<file path="config.mk">
export PLATFORM = sky130hd
export DESIGN_NAME = sense_wire_open_diagnostic
export DESIGN_NICKNAME = d
export VERILOG_FILES = /design/src/sense_wire_open_diagnostic.v
export VERILOG_INCLUDE_DIRS = /design/src
export SDC_FILE = /design/constraint.sdc
export NUM_CORES = 1
export LEC_CHECK = 0
export BUFFER_PORTS_ARGS = -buffer_cell sky130_fd_sc_hd__buf_4
export CORE_UTILIZATION = 50
export CTS_CLUSTER_DIAMETER = 100
export CTS_CLUSTER_SIZE = 24
export DETAILED_ROUTE_END_ITERATION = 12
export HOLD_SLACK_MARGIN = 0.08
export PLACE_DENSITY = 0.76
export SETUP_SLACK_MARGIN = 0.1
export SLEW_MARGIN = 20
export SYNTH_ARGS = -nofsm -noshare
export SYNTH_HDL_FRONTEND = slang
export SYNTH_SLANG_ARGS = --single-unit
</file>
<file path="constraint.sdc">
create_clock -name clk_in -period 7.57 [get_ports clk_in]
set_input_delay 1.514 -clock clk_in [delete_from_list [all_inputs] [get_ports clk_in]]
set_output_delay 1.514 -clock clk_in [all_outputs]
set_load 0.005 [all_outputs]
</file>
<file path="src/swo_diag_defs.vh">
`ifndef SWO_DIAG_DEFS_VH
`define SWO_DIAG_DEFS_VH

// APB register byte offsets
`define OFS_BAL_SW_EN      12'h000
`define OFS_MEAS_PRIMARY   12'h004
`define OFS_MEAS_AUX       12'h008
`define OFS_DIAG_SEL       12'h00c
`define OFS_SCAN_CTRL      12'h010
`define OFS_SCAN_CFG       12'h014
`define OFS_BIPOLAR        12'h018
`define OFS_TOP_CELL       12'h01c
`define OFS_LOW_THR        12'h020
`define OFS_HIGH_THR       12'h024
`define OFS_ALERT          12'h028
`define OFS_RESULT         12'h02c
`define OFS_IRQ_STATUS     12'h030
`define OFS_IRQ_MASK       12'h034
`define OFS_EFFECTIVE      12'h038
`define OFS_EFF_SCAN       12'h03c

// Scan modes in scan_config_select
`define SCAN_ODD_OPEN      3'h6
`define SCAN_EVEN_OPEN     3'h7

// Forced switch patterns
`define PAT_ODD            14'h1555
`define PAT_EVEN           14'h2aaa

// scan_control fields
`define SCTRL_START_BIT    0
`define SCTRL_ALT_BIT      1
`define SCTRL_OVS_LSB      2
`define SCTRL_OVS_MSB      4

// Result saturation: 2.5 V in 14-bit code at 5 V full scale
`define RESULT_MAX         14'h2000

// Reset values
`define RST_TOP_CELL       4'hd
`define RST_HIGH_THR       14'h3fff

// Interrupt status bits
`define IRQ_DONE_BIT       0
`define IRQ_ALERT_BIT      1

`endif
</file>
<file path="src/sense_wire_open_diagnostic.v">
// The placing of the registers and the APB interface to the registers were decided locally.
`timescale 1ns/1ps
`default_nettype none
`include "swo_diag_defs.vh"

// Contract
// - Force 1555h/2AAAh, mask bipolar and above-top
// - Measure forced unipolar cells only, rest off
// - Force alternate path select during scan
// - Force oversample rate zero during scan
// - Overrides last only for the scan
// - Odd scan measures cells 1..13 only
// - Even scan measures cells 2..14 only
// - Saturate at 2.5V, unmeasured no alert
// - Compare low and high thresholds, flag
// - Bipolar conversion during wire-open scans
module sense_wire_open_diagnostic
(
  input  wire        clk_in,
  input  wire        nrst_in,
  input  wire        psel_in,
  input  wire        penable_in,
  input  wire        pwrite_in,
  input  wire [11:0] paddr_in,
  input  wire [31:0] pwdata_in,
  output reg  [31:0] prdata_out,
  output reg         pready_out,
  output reg         pslverr_out,
  input  wire        sample_valid_in,
  input  wire [3:0]  sample_chan_in,
  input  wire [13:0] sample_data_in,
  input  wire        scan_done_in,
  output reg         scan_active_out,
  output reg  [13:0] balance_switch_enable_out,
  output reg  [15:0] measure_enable_primary_out,
  output reg  [5:0]  measure_enable_aux_out,
  output reg  [15:0] diag_select_out,
  output reg         alt_path_select_out,
  output reg  [2:0]  oversample_rate_out,
  output reg         bipolar_mode_out,
  output reg         irq_out
);

  localparam ST_IDLE = 2'b01;
  localparam ST_SCAN = 2'b10;

  // Mask of positions at or below top cell index
  function [13:0] below_top;
    input [3:0] top;
    integer k;
    begin
      for (k = 0; k < 14; k = k + 1)
        below_top[k] = (k <= top);
    end
  endfunction

  function is_swo_mode;
    input [2:0] cfg;
    begin
      is_swo_mode = (cfg == `SCAN_ODD_OPEN) || (cfg == `SCAN_EVEN_OPEN);
    end
  endfunction

  ////////////////////////////////////////////////////////////////////////////
  // Reset release

  reg rst_s1_q;
  reg rst_s2_q;
  wire rst_n = rst_s2_q;

  always @(posedge clk_in or negedge nrst_in)
  begin
    if (!nrst_in)
    begin
      rst_s1_q <= 1'b0;
      rst_s2_q <= 1'b0;
    end
    else
    begin
      rst_s1_q <= 1'b1;
      rst_s2_q <= rst_s1_q;
    end
  end

  ////////////////////////////////////////////////////////////////////////////
  // Registers

  reg [13:0] bal_sw_q;
  reg [15:0] meas_pri_q;
  reg [5:0]  meas_aux_q;
  reg [15:0] diag_sel_q;
  reg        alt_q;
  reg [2:0]  ovs_q;
  reg [2:0]  scan_cfg_q;
  reg [13:0] bipolar_q;
  reg [3:0]  top_cell_q;
  reg [13:0] low_thr_q;
  reg [13:0] high_thr_q;
  reg [13:0] alert_q;
  reg [13:0] last_result_q;
  reg [1:0]  irq_stat_q;
  reg [1:0]  irq_mask_q;
  reg [1:0]  state_q;
  reg [2:0]  run_cfg_q;

  wire wr_acc = psel_in && penable_in && pwrite_in;
  wire addr_ok = (paddr_in[1:0] == 2'b00) && (paddr_in <= `OFS_EFF_SCAN);
  wire start_req = wr_acc && addr_ok && (paddr_in == `OFS_SCAN_CTRL) && pwdata_in[`SCTRL_START_BIT];
  wire in_scan = (state_q == ST_SCAN);

  ////////////////////////////////////////////////////////////////////////////
  // Override computation

  wire [13:0] pattern = (run_cfg_q == `SCAN_ODD_OPEN) ? `PAT_ODD : `PAT_EVEN;
  wire [13:0] forced_sw = pattern & ~bipolar_q & below_top(top_cell_q);
  wire [13:0] forced_meas = forced_sw & ~bipolar_q;

  // Result path: saturate, compare, update measured flags only
  wire [13:0] sat_data = (sample_data_in > `RESULT_MAX) ? `RESULT_MAX : sample_data_in;
  wire        out_range = (sat_data < low_thr_q) || (sat_data > high_thr_q);
  wire        chan_ok = (sample_chan_in < 4'd14);
  wire        chan_meas = chan_ok && forced_meas[sample_chan_in];
  wire        take_sample = in_scan && sample_valid_in && chan_meas;

  wire [13:0] alert_set;
  genvar g;
  generate
    for (g = 0; g < 14; g = g + 1)
    begin : g_alert
      assign alert_set[g] = take_sample && (sample_chan_in == g) && out_range;
    end
  endgenerate

  wire done_evt = in_scan && scan_done_in;

  ////////////////////////////////////////////////////////////////////////////
  // Sequencer

  always @(posedge clk_in or negedge rst_n)
  begin
    if (!rst_n)
    begin
      state_q   <= ST_IDLE;
      run_cfg_q <= 3'h0;
    end
    else
    begin
      case (state_q)
        ST_IDLE:
        begin
          if (start_req && is_swo_mode(scan_cfg_q))
          begin
            state_q   <= ST_SCAN;
            run_cfg_q <= scan_cfg_q;
          end
        end
        ST_SCAN:
        begin
          if (scan_done_in)
            state_q <= ST_IDLE;
        end
        default:
          state_q <= ST_IDLE;
      endcase
    end
  end

  ////////////////////////////////////////////////////////////////////////////
  // Register file

  always @(posedge clk_in or negedge rst_n)
  begin
    if (!rst_n)
    begin
      bal_sw_q      <= 14'h0000;
      meas_pri_q    <= 16'h0000;
      meas_aux_q    <= 6'h00;
      diag_sel_q    <= 16'h0000;
      alt_q         <= 1'b0;
      ovs_q         <= 3'h0;
      scan_cfg_q    <= 3'h0;
      bipolar_q     <= 14'h0000;
      top_cell_q    <= `RST_TOP_CELL;
      low_thr_q     <= 14'h0000;
      high_thr_q    <= `RST_HIGH_THR;
      alert_q       <= 14'h0000;
      last_result_q <= 14'h0000;
      irq_stat_q    <= 2'b00;
      irq_mask_q    <= 2'b00;
    end
    else
    begin
      if (wr_acc && addr_ok)
      begin
        case (paddr_in)
          `OFS_BAL_SW_EN:    bal_sw_q   <= pwdata_in[13:0];
          `OFS_MEAS_PRIMARY: meas_pri_q <= pwdata_in[15:0];
          `OFS_MEAS_AUX:     meas_aux_q <= pwdata_in[5:0];
          `OFS_DIAG_SEL:     diag_sel_q <= pwdata_in[15:0];
          `OFS_SCAN_CTRL:
          begin
            alt_q <= pwdata_in[`SCTRL_ALT_BIT];
            ovs_q <= pwdata_in[`SCTRL_OVS_MSB:`SCTRL_OVS_LSB];
          end
          `OFS_SCAN_CFG:     scan_cfg_q <= pwdata_in[2:0];
          `OFS_BIPOLAR:      bipolar_q  <= pwdata_in[13:0];
          `OFS_TOP_CELL:     top_cell_q <= pwdata_in[3:0];
          `OFS_LOW_THR:      low_thr_q  <= pwdata_in[13:0];
          `OFS_HIGH_THR:     high_thr_q <= pwdata_in[13:0];
          `OFS_IRQ_MASK:     irq_mask_q <= pwdata_in[1:0];
          default:           irq_mask_q <= irq_mask_q;
        endcase
      end
      // Hardware set wins over write-one-to-clear
      if (wr_acc && paddr_in == `OFS_ALERT)
        alert_q <= (alert_q & ~pwdata_in[13:0]) | alert_set;
      else
        alert_q <= alert_q | alert_set;
      if (take_sample)
        last_result_q <= sat_data;
      irq_stat_q[`IRQ_DONE_BIT] <= (irq_stat_q[`IRQ_DONE_BIT] &
        ~(wr_acc && paddr_in == `OFS_IRQ_STATUS && pwdata_in[`IRQ_DONE_BIT])) | done_evt;
      irq_stat_q[`IRQ_ALERT_BIT] <= (irq_stat_q[`IRQ_ALERT_BIT] &
        ~(wr_acc && paddr_in == `OFS_IRQ_STATUS && pwdata_in[`IRQ_ALERT_BIT])) | (|alert_set);
    end
  end

  ////////////////////////////////////////////////////////////////////////////
  // Effective configuration outputs

  always @(posedge clk_in or negedge rst_n)
  begin
    if (!rst_n)
    begin
      scan_active_out            <= 1'b0;
      balance_switch_enable_out  <= 14'h0000;
      measure_enable_primary_out <= 16'h0000;
      measure_enable_aux_out     <= 6'h00;
      diag_select_out            <= 16'h0000;
      alt_path_select_out        <= 1'b0;
      oversample_rate_out        <= 3'h0;
      bipolar_mode_out           <= 1'b0;
      irq_out                    <= 1'b0;
    end
    else
    begin
      scan_active_out <= in_scan;
      irq_out         <= |(irq_stat_q & irq_mask_q);
      if (in_scan)
      begin
        balance_switch_enable_out  <= forced_sw;
        measure_enable_primary_out <= {2'b00, forced_meas};
        measure_enable_aux_out     <= 6'h00;
        diag_select_out            <= 16'h0000;
        alt_path_select_out        <= 1'b1;
        oversample_rate_out        <= 3'h0;
        bipolar_mode_out           <= 1'b1;
      end
      else
      begin
        balance_switch_enable_out  <= bal_sw_q;
        measure_enable_primary_out <= meas_pri_q;
        measure_enable_aux_out     <= meas_aux_q;
        diag_select_out            <= diag_sel_q;
        alt_path_select_out        <= alt_q;
        oversample_rate_out        <= ovs_q;
        bipolar_mode_out           <= 1'b0;
      end
    end
  end

  ////////////////////////////////////////////////////////////////////////////
  // APB read and response

  always @(posedge clk_in or negedge rst_n)
  begin
    if (!rst_n)
    begin
      prdata_out  <= 32'h00000000;
      pready_out  <= 1'b0;
      pslverr_out <= 1'b0;
    end
    else
    begin
      pready_out  <= psel_in && !penable_in;
      pslverr_out <= psel_in && !penable_in && !addr_ok;
      prdata_out  <= 32'h00000000;
      if (psel_in && !penable_in && !pwrite_in)
      begin
        case (paddr_in)
          `OFS_BAL_SW_EN:    prdata_out <= {18'h00000, bal_sw_q};
          `OFS_MEAS_PRIMARY: prdata_out <= {16'h0000, meas_pri_q};
          `OFS_MEAS_AUX:     prdata_out <= {26'h0000000, meas_aux_q};
          `OFS_DIAG_SEL:     prdata_out <= {16'h0000, diag_sel_q};
          `OFS_SCAN_CTRL:    prdata_out <= {27'h0000000, ovs_q, alt_q, in_scan};
          `OFS_SCAN_CFG:     prdata_out <= {29'h00000000, scan_cfg_q};
          `OFS_BIPOLAR:      prdata_out <= {18'h00000, bipolar_q};
          `OFS_TOP_CELL:     prdata_out <= {28'h0000000, top_cell_q};
          `OFS_LOW_THR:      prdata_out <= {18'h00000, low_thr_q};
          `OFS_HIGH_THR:     prdata_out <= {18'h00000, high_thr_q};
          `OFS_ALERT:        prdata_out <= {18'h00000, alert_q};
          `OFS_RESULT:       prdata_out <= {18'h00000, last_result_q};
          `OFS_IRQ_STATUS:   prdata_out <= {30'h00000000, irq_stat_q};
          `OFS_IRQ_MASK:     prdata_out <= {30'h00000000, irq_mask_q};
          `OFS_EFFECTIVE:    prdata_out <= {18'h00000, balance_switch_enable_out};
          `OFS_EFF_SCAN:     prdata_out <= {27'h0000000, oversample_rate_out, alt_path_select_out, scan_active_out};
          default:           prdata_out <= 32'h00000000;
        endcase
      end
    end
  end

endmodule

`default_nettype wire

</file>
* After elaboration in Yosys (flattened, before gate mapping)
Cells that the tools add are included.
** Word-level totals
- Register bits :: 237
- Output and inout bits :: 93
- Word-level logic and storage cells :: 186
** Operators by class
- $lt $le $gt $ge :: 19
- Eq/ne operators :: 35
- Multiplexer cells :: 17
- Bitwise logic cells :: 15
- Reduce and logical (&&, ||, !) cells :: 69
** Operators with widths (count)
- one-hot mux 16 bit (16 select lines) :: 1
- == test 12 x 6 -> 1 bit (second input constant) :: 8
- bitwise AND 14 bit :: 4
- two-way mux 14 bit :: 4
- == test 12 x 5 -> 1 bit (second input constant) :: 4
- two-way mux 16 bit :: 3
- logical AND 1 bit :: 46
- inverter 14 bit :: 2
- OR 14 bit :: 2
- AND reduction 2 bit :: 13
- == test 12 x 4 -> 1 bit (second input constant) :: 2
- == test 4 bit (second input constant) :: 6
- <= comparator 4 bit (first input constant) :: 6
- == test 4 x 3 -> 1 bit (second input constant) :: 4
- <= comparator 3 x 4 -> 1 bit (first input constant) :: 4
- > comparator 14 bit :: 1
- > comparator 14 bit (second input constant) :: 1
- < comparator 14 bit :: 1
- OR reduction 14 bit :: 1
- == test 12 x 3 -> 1 bit (second input constant) :: 1
- <= comparator 12 x 6 -> 1 bit (second input constant) :: 1
- logical NOT 12 bit :: 1
- == test 3 bit (second input constant) :: 3
- == test 4 x 2 -> 1 bit (second input constant) :: 2
- other kinds (23) :: 34

* Depth between registers and ports, before layout
- Word-level depth :: 13
- Depth in mapped cells :: 11
- Gate-level depth less buffers :: 10

* Worst setup path before layout
No wires, ideal clock.
- Kind :: input to register
- Start :: input port sample_data_in[4]
- End :: register alert_q[3]
- Arrival :: 3.634 ns
- Data required time :: 7.448 ns
- Slack :: 3.814 ns
- Stages :: 11
- Path buffers :: 1
- Cell sequence :: nor4_1 a41oi_1 nor2b_1 ha_1 nand4_1 a311oi_1 nor3_1 o311ai_0 a21boi_4 buf_6 a32o_1
** On the way
- Longest elaborated chain between the ends :: 7
** RTL lines
- start: declaration :: line sense_wire_open_diagnostic.v:31 : input wire [13:0] sample_data_in,
- > comparator 14 bit (no line) (*)
- two-way mux 14 bit (*) :: line sense_wire_open_diagnostic.v:119 : wire [13:0] sat_data = (sample_data_in > `RESULT_MAX) ? `RESULT_MAX : sample_data_in;
- net sat_data[3] :: line sense_wire_open_diagnostic.v:119
- < comparator 14 bit or > comparator 14 bit (tied branches) :: line sense_wire_open_diagnostic.v:120 : wire out_range = (sat_data < low_thr_q) || (sat_data > high_thr_q);
- logical OR 1 bit (*) :: line sense_wire_open_diagnostic.v:120
- logical AND 1 bit (*) :: line sense_wire_open_diagnostic.v:130 : assign alert_set[g] = take_sample && (sample_chan_in == g) && out_range;
- OR 14 bit (on tied branches) :: line sense_wire_open_diagnostic.v:218, sense_wire_open_diagnostic.v:216
- two-way mux 14 bit (*) :: line sense_wire_open_diagnostic.v:215 : if (wr_acc && paddr_in == `OFS_ALERT)
- end signal: assignment :: line sense_wire_open_diagnostic.v:216 : alert_q <= (alert_q & ~pwdata_in[13:0]) | alert_set;
- end signal: assignment :: line sense_wire_open_diagnostic.v:218 : alert_q <= alert_q | alert_set;
- end: declaration :: line sense_wire_open_diagnostic.v:99 : reg [13:0] alert_q;
The timed path passes the listed nets; every way through them passes the cells marked *.
A chain may end at the register's enable or synchronous reset.

* Worst setup path after layout
- Start :: input port paddr_in[2]
- End :: register meas_pri_q[7]
** On the way
- Longest elaborated chain between the ends :: 4
** RTL lines
- start: declaration :: line sense_wire_open_diagnostic.v:24 : input wire [11:0] paddr_in,
- <= comparator 12 x 6 -> 1 bit (no line)
- logical AND 1 bit :: line sense_wire_open_diagnostic.v:107 : wire addr_ok = (paddr_in[1:0] == 2'b00) && (paddr_in <= `OFS_EFF_SCAN);
- logical AND 1 bit :: line sense_wire_open_diagnostic.v:193 : if (wr_acc && addr_ok)
- AND reduction 2 bit (no line) (*)
- end signal: assignment :: line sense_wire_open_diagnostic.v:197 : `OFS_MEAS_PRIMARY: meas_pri_q <= pwdata_in[15:0];
- end: declaration :: line sense_wire_open_diagnostic.v:89 : reg [15:0] meas_pri_q;
Mark *: on every way between the ends. The rest lies on a longest branch, timed or not.

==> flow_metrics.py <==
metrics = {
    "outcome": {
        "outcome": "finished, final reports clean",
    },
    "drt": {
        "drt_iter0_drc": 771,
        "wl_met2_um": 14390,
        "drt-total-wl_um": 31970,
        "ant_nets": 0,
        "dr_total_vias": 8204,
        "wl_per_cell_um": 24.54,
        "highest-signal-layer": "met4",
        "drc": 0,
        "viasPerCell": 6.296,
        "drt_first_pass_iters": 7,
        "wl_met1_um": 12830,
        "wl_met3_um": 3024,
    },
    "timing": {
        "slew_headroom_pct": 18.84,
        "setup_viol_count_final": 0,
        "tightest_slew_ns": 1.213,
        "timing.fmax_ghz": 0.2421,
        "hold_viol": 0,
        "rsz0062_at_grt": "no",
        "fin_crit_sh_pct": 54.57,
        "final_max_slew_viol_count": 0,
        "tns_ns": 0,
        "fin_hold_ws_ns": 0.3614,
        "period_needed_ns": 4.131,
        "finalWorstSetupSlack_ns": 3.439,
        "clock_skew_ns": 0.04142,
    },
    "logic_synthesis": {
        "synth_area_leaders": "dfrtp_1 (47%), mux2_2 (12%), dfstp_2 (4.4%), ha_1 (3.2%), a22oi_1 (1.9%)",
        "netlist_instances": 926,
        "yosys_warnings": 0,
        "syn_avg_cell_area_um2": 11.56,
        "ys.flop_type": "dfrtp_1",
        "yosys.cell_count.top_type": "dfrtp_1",
        "synthTopCellsByCount": "dfrtp_1 (202), mux2_2 (116), nand2_1 (50), nor2_1 (48)",
        "netlist.area_leader.share_pct": 47.21,
        "syn_area_mm2": 0.01071,
        "synth-edff-count": 0,
        "ys_types": 76,
        "async_reset_ff_share_pct": 100.0,
        "ys_ff_latch": 220,
        "yosysTopAreaCell": "dfrtp_1",
        "seq_area_frac_synth_pct": 51.63,
    },
    "cells_and_area": {
        "nets": 1118,
        "fillCellCount": 1803,
        "seq_area_mm2": 0.005532,
        "n_antenna_cell": 0,
        "post-route-util_pct": 58.04,
        "drive_gt1_share_pct": 32.78,
        "finalNonFillerCells": 1303,
        "area_growth_pct": 13.97,
        "multi_input_area_mm2": 0.004761,
        "fin_area_mm2": 0.01220,
    },
    "placement": {
        "dp_slack_ns": 2.955,
        "io_buffers": 129,
        "dpl_cell_area_mm2": 0.01182,
        "dp_hpwl_um": 22440,
        "gp_congestion": 0.9859,
        "dpl.cell_count": 1282,
    },
    "floorplan": {
        "die_width_um": 148.3,
        "num_rows": 53,
        "die_h_um": 148.3,
        "pin_count": 162,
        "core_mm2": 0.02102,
        "die-area_mm2": 0.02200,
        "start_util_pct": 50.93,
    },
    "power": {
        "total_power_mw": 2.057,
        "p_leak_nw": 5.805,
        "p_per_area_mw_per_mm2": 168.6,
        "clkPwrFrac_pct": 35.8,
        "p_switching_mw": 0.5030,
        "internal_power_mw": 1.554,
        "ir_worst_vdd_v": 0.0001279,
        "power.share.combinational_pct": 6.5,
        "sequentialPowerShare_pct": 57.7,
        "swShare_pct": 24.45,
    },
    "hold_path": {
        "hold_path.class": "flip-flop to flip-flop",
        "min_to": "rst_n$_DFF_PN0_",
        "hold_start": "rst_s1_q$_DFF_PN0_",
        "hold_depth": 0,
    },
    "cts": {
        "cts_num_sinks": 220,
        "cts_buffers": 13,
        "cts.clk_slew.worst_paths_ns": 0.10,
        "htreeDepth": 1,
        "clk_path_buf_depth": 3,
        "cts_tree": "yes",
        "cts_setup_buffers": 0,
        "cts_hold_buf": 0,
        "clk_latency_ns": 0.49,
        "post_cts_resize_count": 0,
        "cts-root-buf": "clkbuf_16",
    },
    "run": {
        "cap_violations": 0,
    },
    "critical_path": {
        "setup.worst_path.end_class": "flip-flop",
        "r2r_start": "top_cell_q[3]$_DFFE_PN1P_",
        "cpPeakStageDelay_ns": 1.09,
        "path_max_fanout": 18,
        "crit_chain": "buf_4, nor2b_1, nand2_1, nor3_4, mux2_2",
        "slowest_stage": "nor3_4",
        "critical_path_class": "input port to flip-flop",
        "arrival_ns": 4.50,
        "regToRegSetupSlack_ns": 4.56,
        "r2r-end": "last_result_q[11]$_DFFE_PN0N_",
        "required_ns": 7.94,
        "worstSetupStartpointType": "input port",
        "rr_worst_depth": 6,
    },
    "global_route": {
        "grt_use_total_pct": 30.02,
        "grt_pass1_wl_um": 49610,
        "grt_antenna_before_repair": 0,
        "grt_pass1_vias": 8240,
        "grt_max_degree": 86,
        "grt_overflow": 0,
    },
}
## cell families (layout without fill, tap and decap cells)
kind of cell | after synthesis | after routing | synth area share (%)
mux | 137 | 137 | 14.71
simple gates | 245 | 245 | 12.39
fa+ha+maj | 27 | 27 | 3.155
compound gates | 185 | 185 | 13.14
flops | 220 | 220 | 51.63
buf+inv | 110 | 197 | 4.908
other cells | 2 | 17 | 0.07014
## placed cells by master, fill, tap and decap left out, drive strengths merged, types with 18 or more instances in the layout
cell type  synthesis  layout
nor3              26      26
dfrtp            202     202
a21oi             24      24
clkbuf            35      20
nor2              49      49
mux2             126     126
ha                27      27
nand2             51      51
a22oi             27      27
buf               40     141
dfstp             18      18
and2              29      29
inv               35      36
## worst max-delay path, delay by kind of cell
| kind | cells | cell delay, ns |
|---|---|---|
| muxes | 1 | 0.43 |
| and+or+nand+nor | 3 | 2.26 |
| buffers and inverters | 1 | 0.27 |
## sequential cells by signal (all words and copies together), names as in the netlist, 3 cells and up
signal                      cells
alert_q                        14
bal_sw_q                       14
balance_switch_enable_out      14
bipolar_q                      14
diag_sel_q                     16
diag_select_out                16
high_thr_q                     14
last_result_q                  14
low_thr_q                      14
meas_aux_q                      6
meas_pri_q                     16
measure_enable_aux_out          6
measure_enable_primary_out     16
oversample_rate_out             3
ovs_q                           3
prdata_out                     16
run_cfg_q                       3
scan_cfg_q                      3
top_cell_q                      4
## worst max path at each step
| stage | from | to | slack (ns) | cells past startpoint |
|---|---|---|---|---|
| 4_1_cts | sample_data_in[4] | alert_q[12]$_DFF_PN0_ | 3.45 | 11 |
| 3_5_place_dp | sample_data_in[4] | alert_q[9]$_DFF_PN0_ | 2.95 | 11 |
| 2_1_floorplan | rst_n$_DFF_PN0_ | alert_q[0]$_DFF_PN0_ | 1.02 | 0 |
| 3_3_place_gp | sample_data_in[4] | alert_q[9]$_DFF_PN0_ | 2.94 | 11 |
| 5_1_grt | sample_data_in[4] | alert_q[12]$_DFF_PN0_ | 3.26 | 11 |
| 6_report | paddr_in[2] | meas_pri_q[7]$_DFFE_PN0P_ | 3.44 | 5 |
## layer usage
layer / global-route usage (%) / up-vias
li1: - / 3545
met1: 40.62 / 4027
met2: 46.67 / 518
met3: 5.491 / 114
met4: 14.64 / 0
met5: 0 / -
## layout make-up
cell class	count	share of cell area, %
clock buffers	20	2.881
clock inverters	1	0.1641
flip-flops and latches	220	45.33
repair buffers	141	8.706
inverters	35	1.077
well taps	275	2.820
multi-input cells	611	39.02
## power groups by stage
stage               logic, mW  registers [mW]  clock network (mW)
CTS                     0.132            1.19               0.742
global placement        0.129            1.21                   0
floorplan              0.0653            1.22                   0
finish                  0.135            1.19               0.736
detailed placement      0.131            1.21                   0
global route            0.146            1.19               0.794
(Power assumes the default switching activity.)
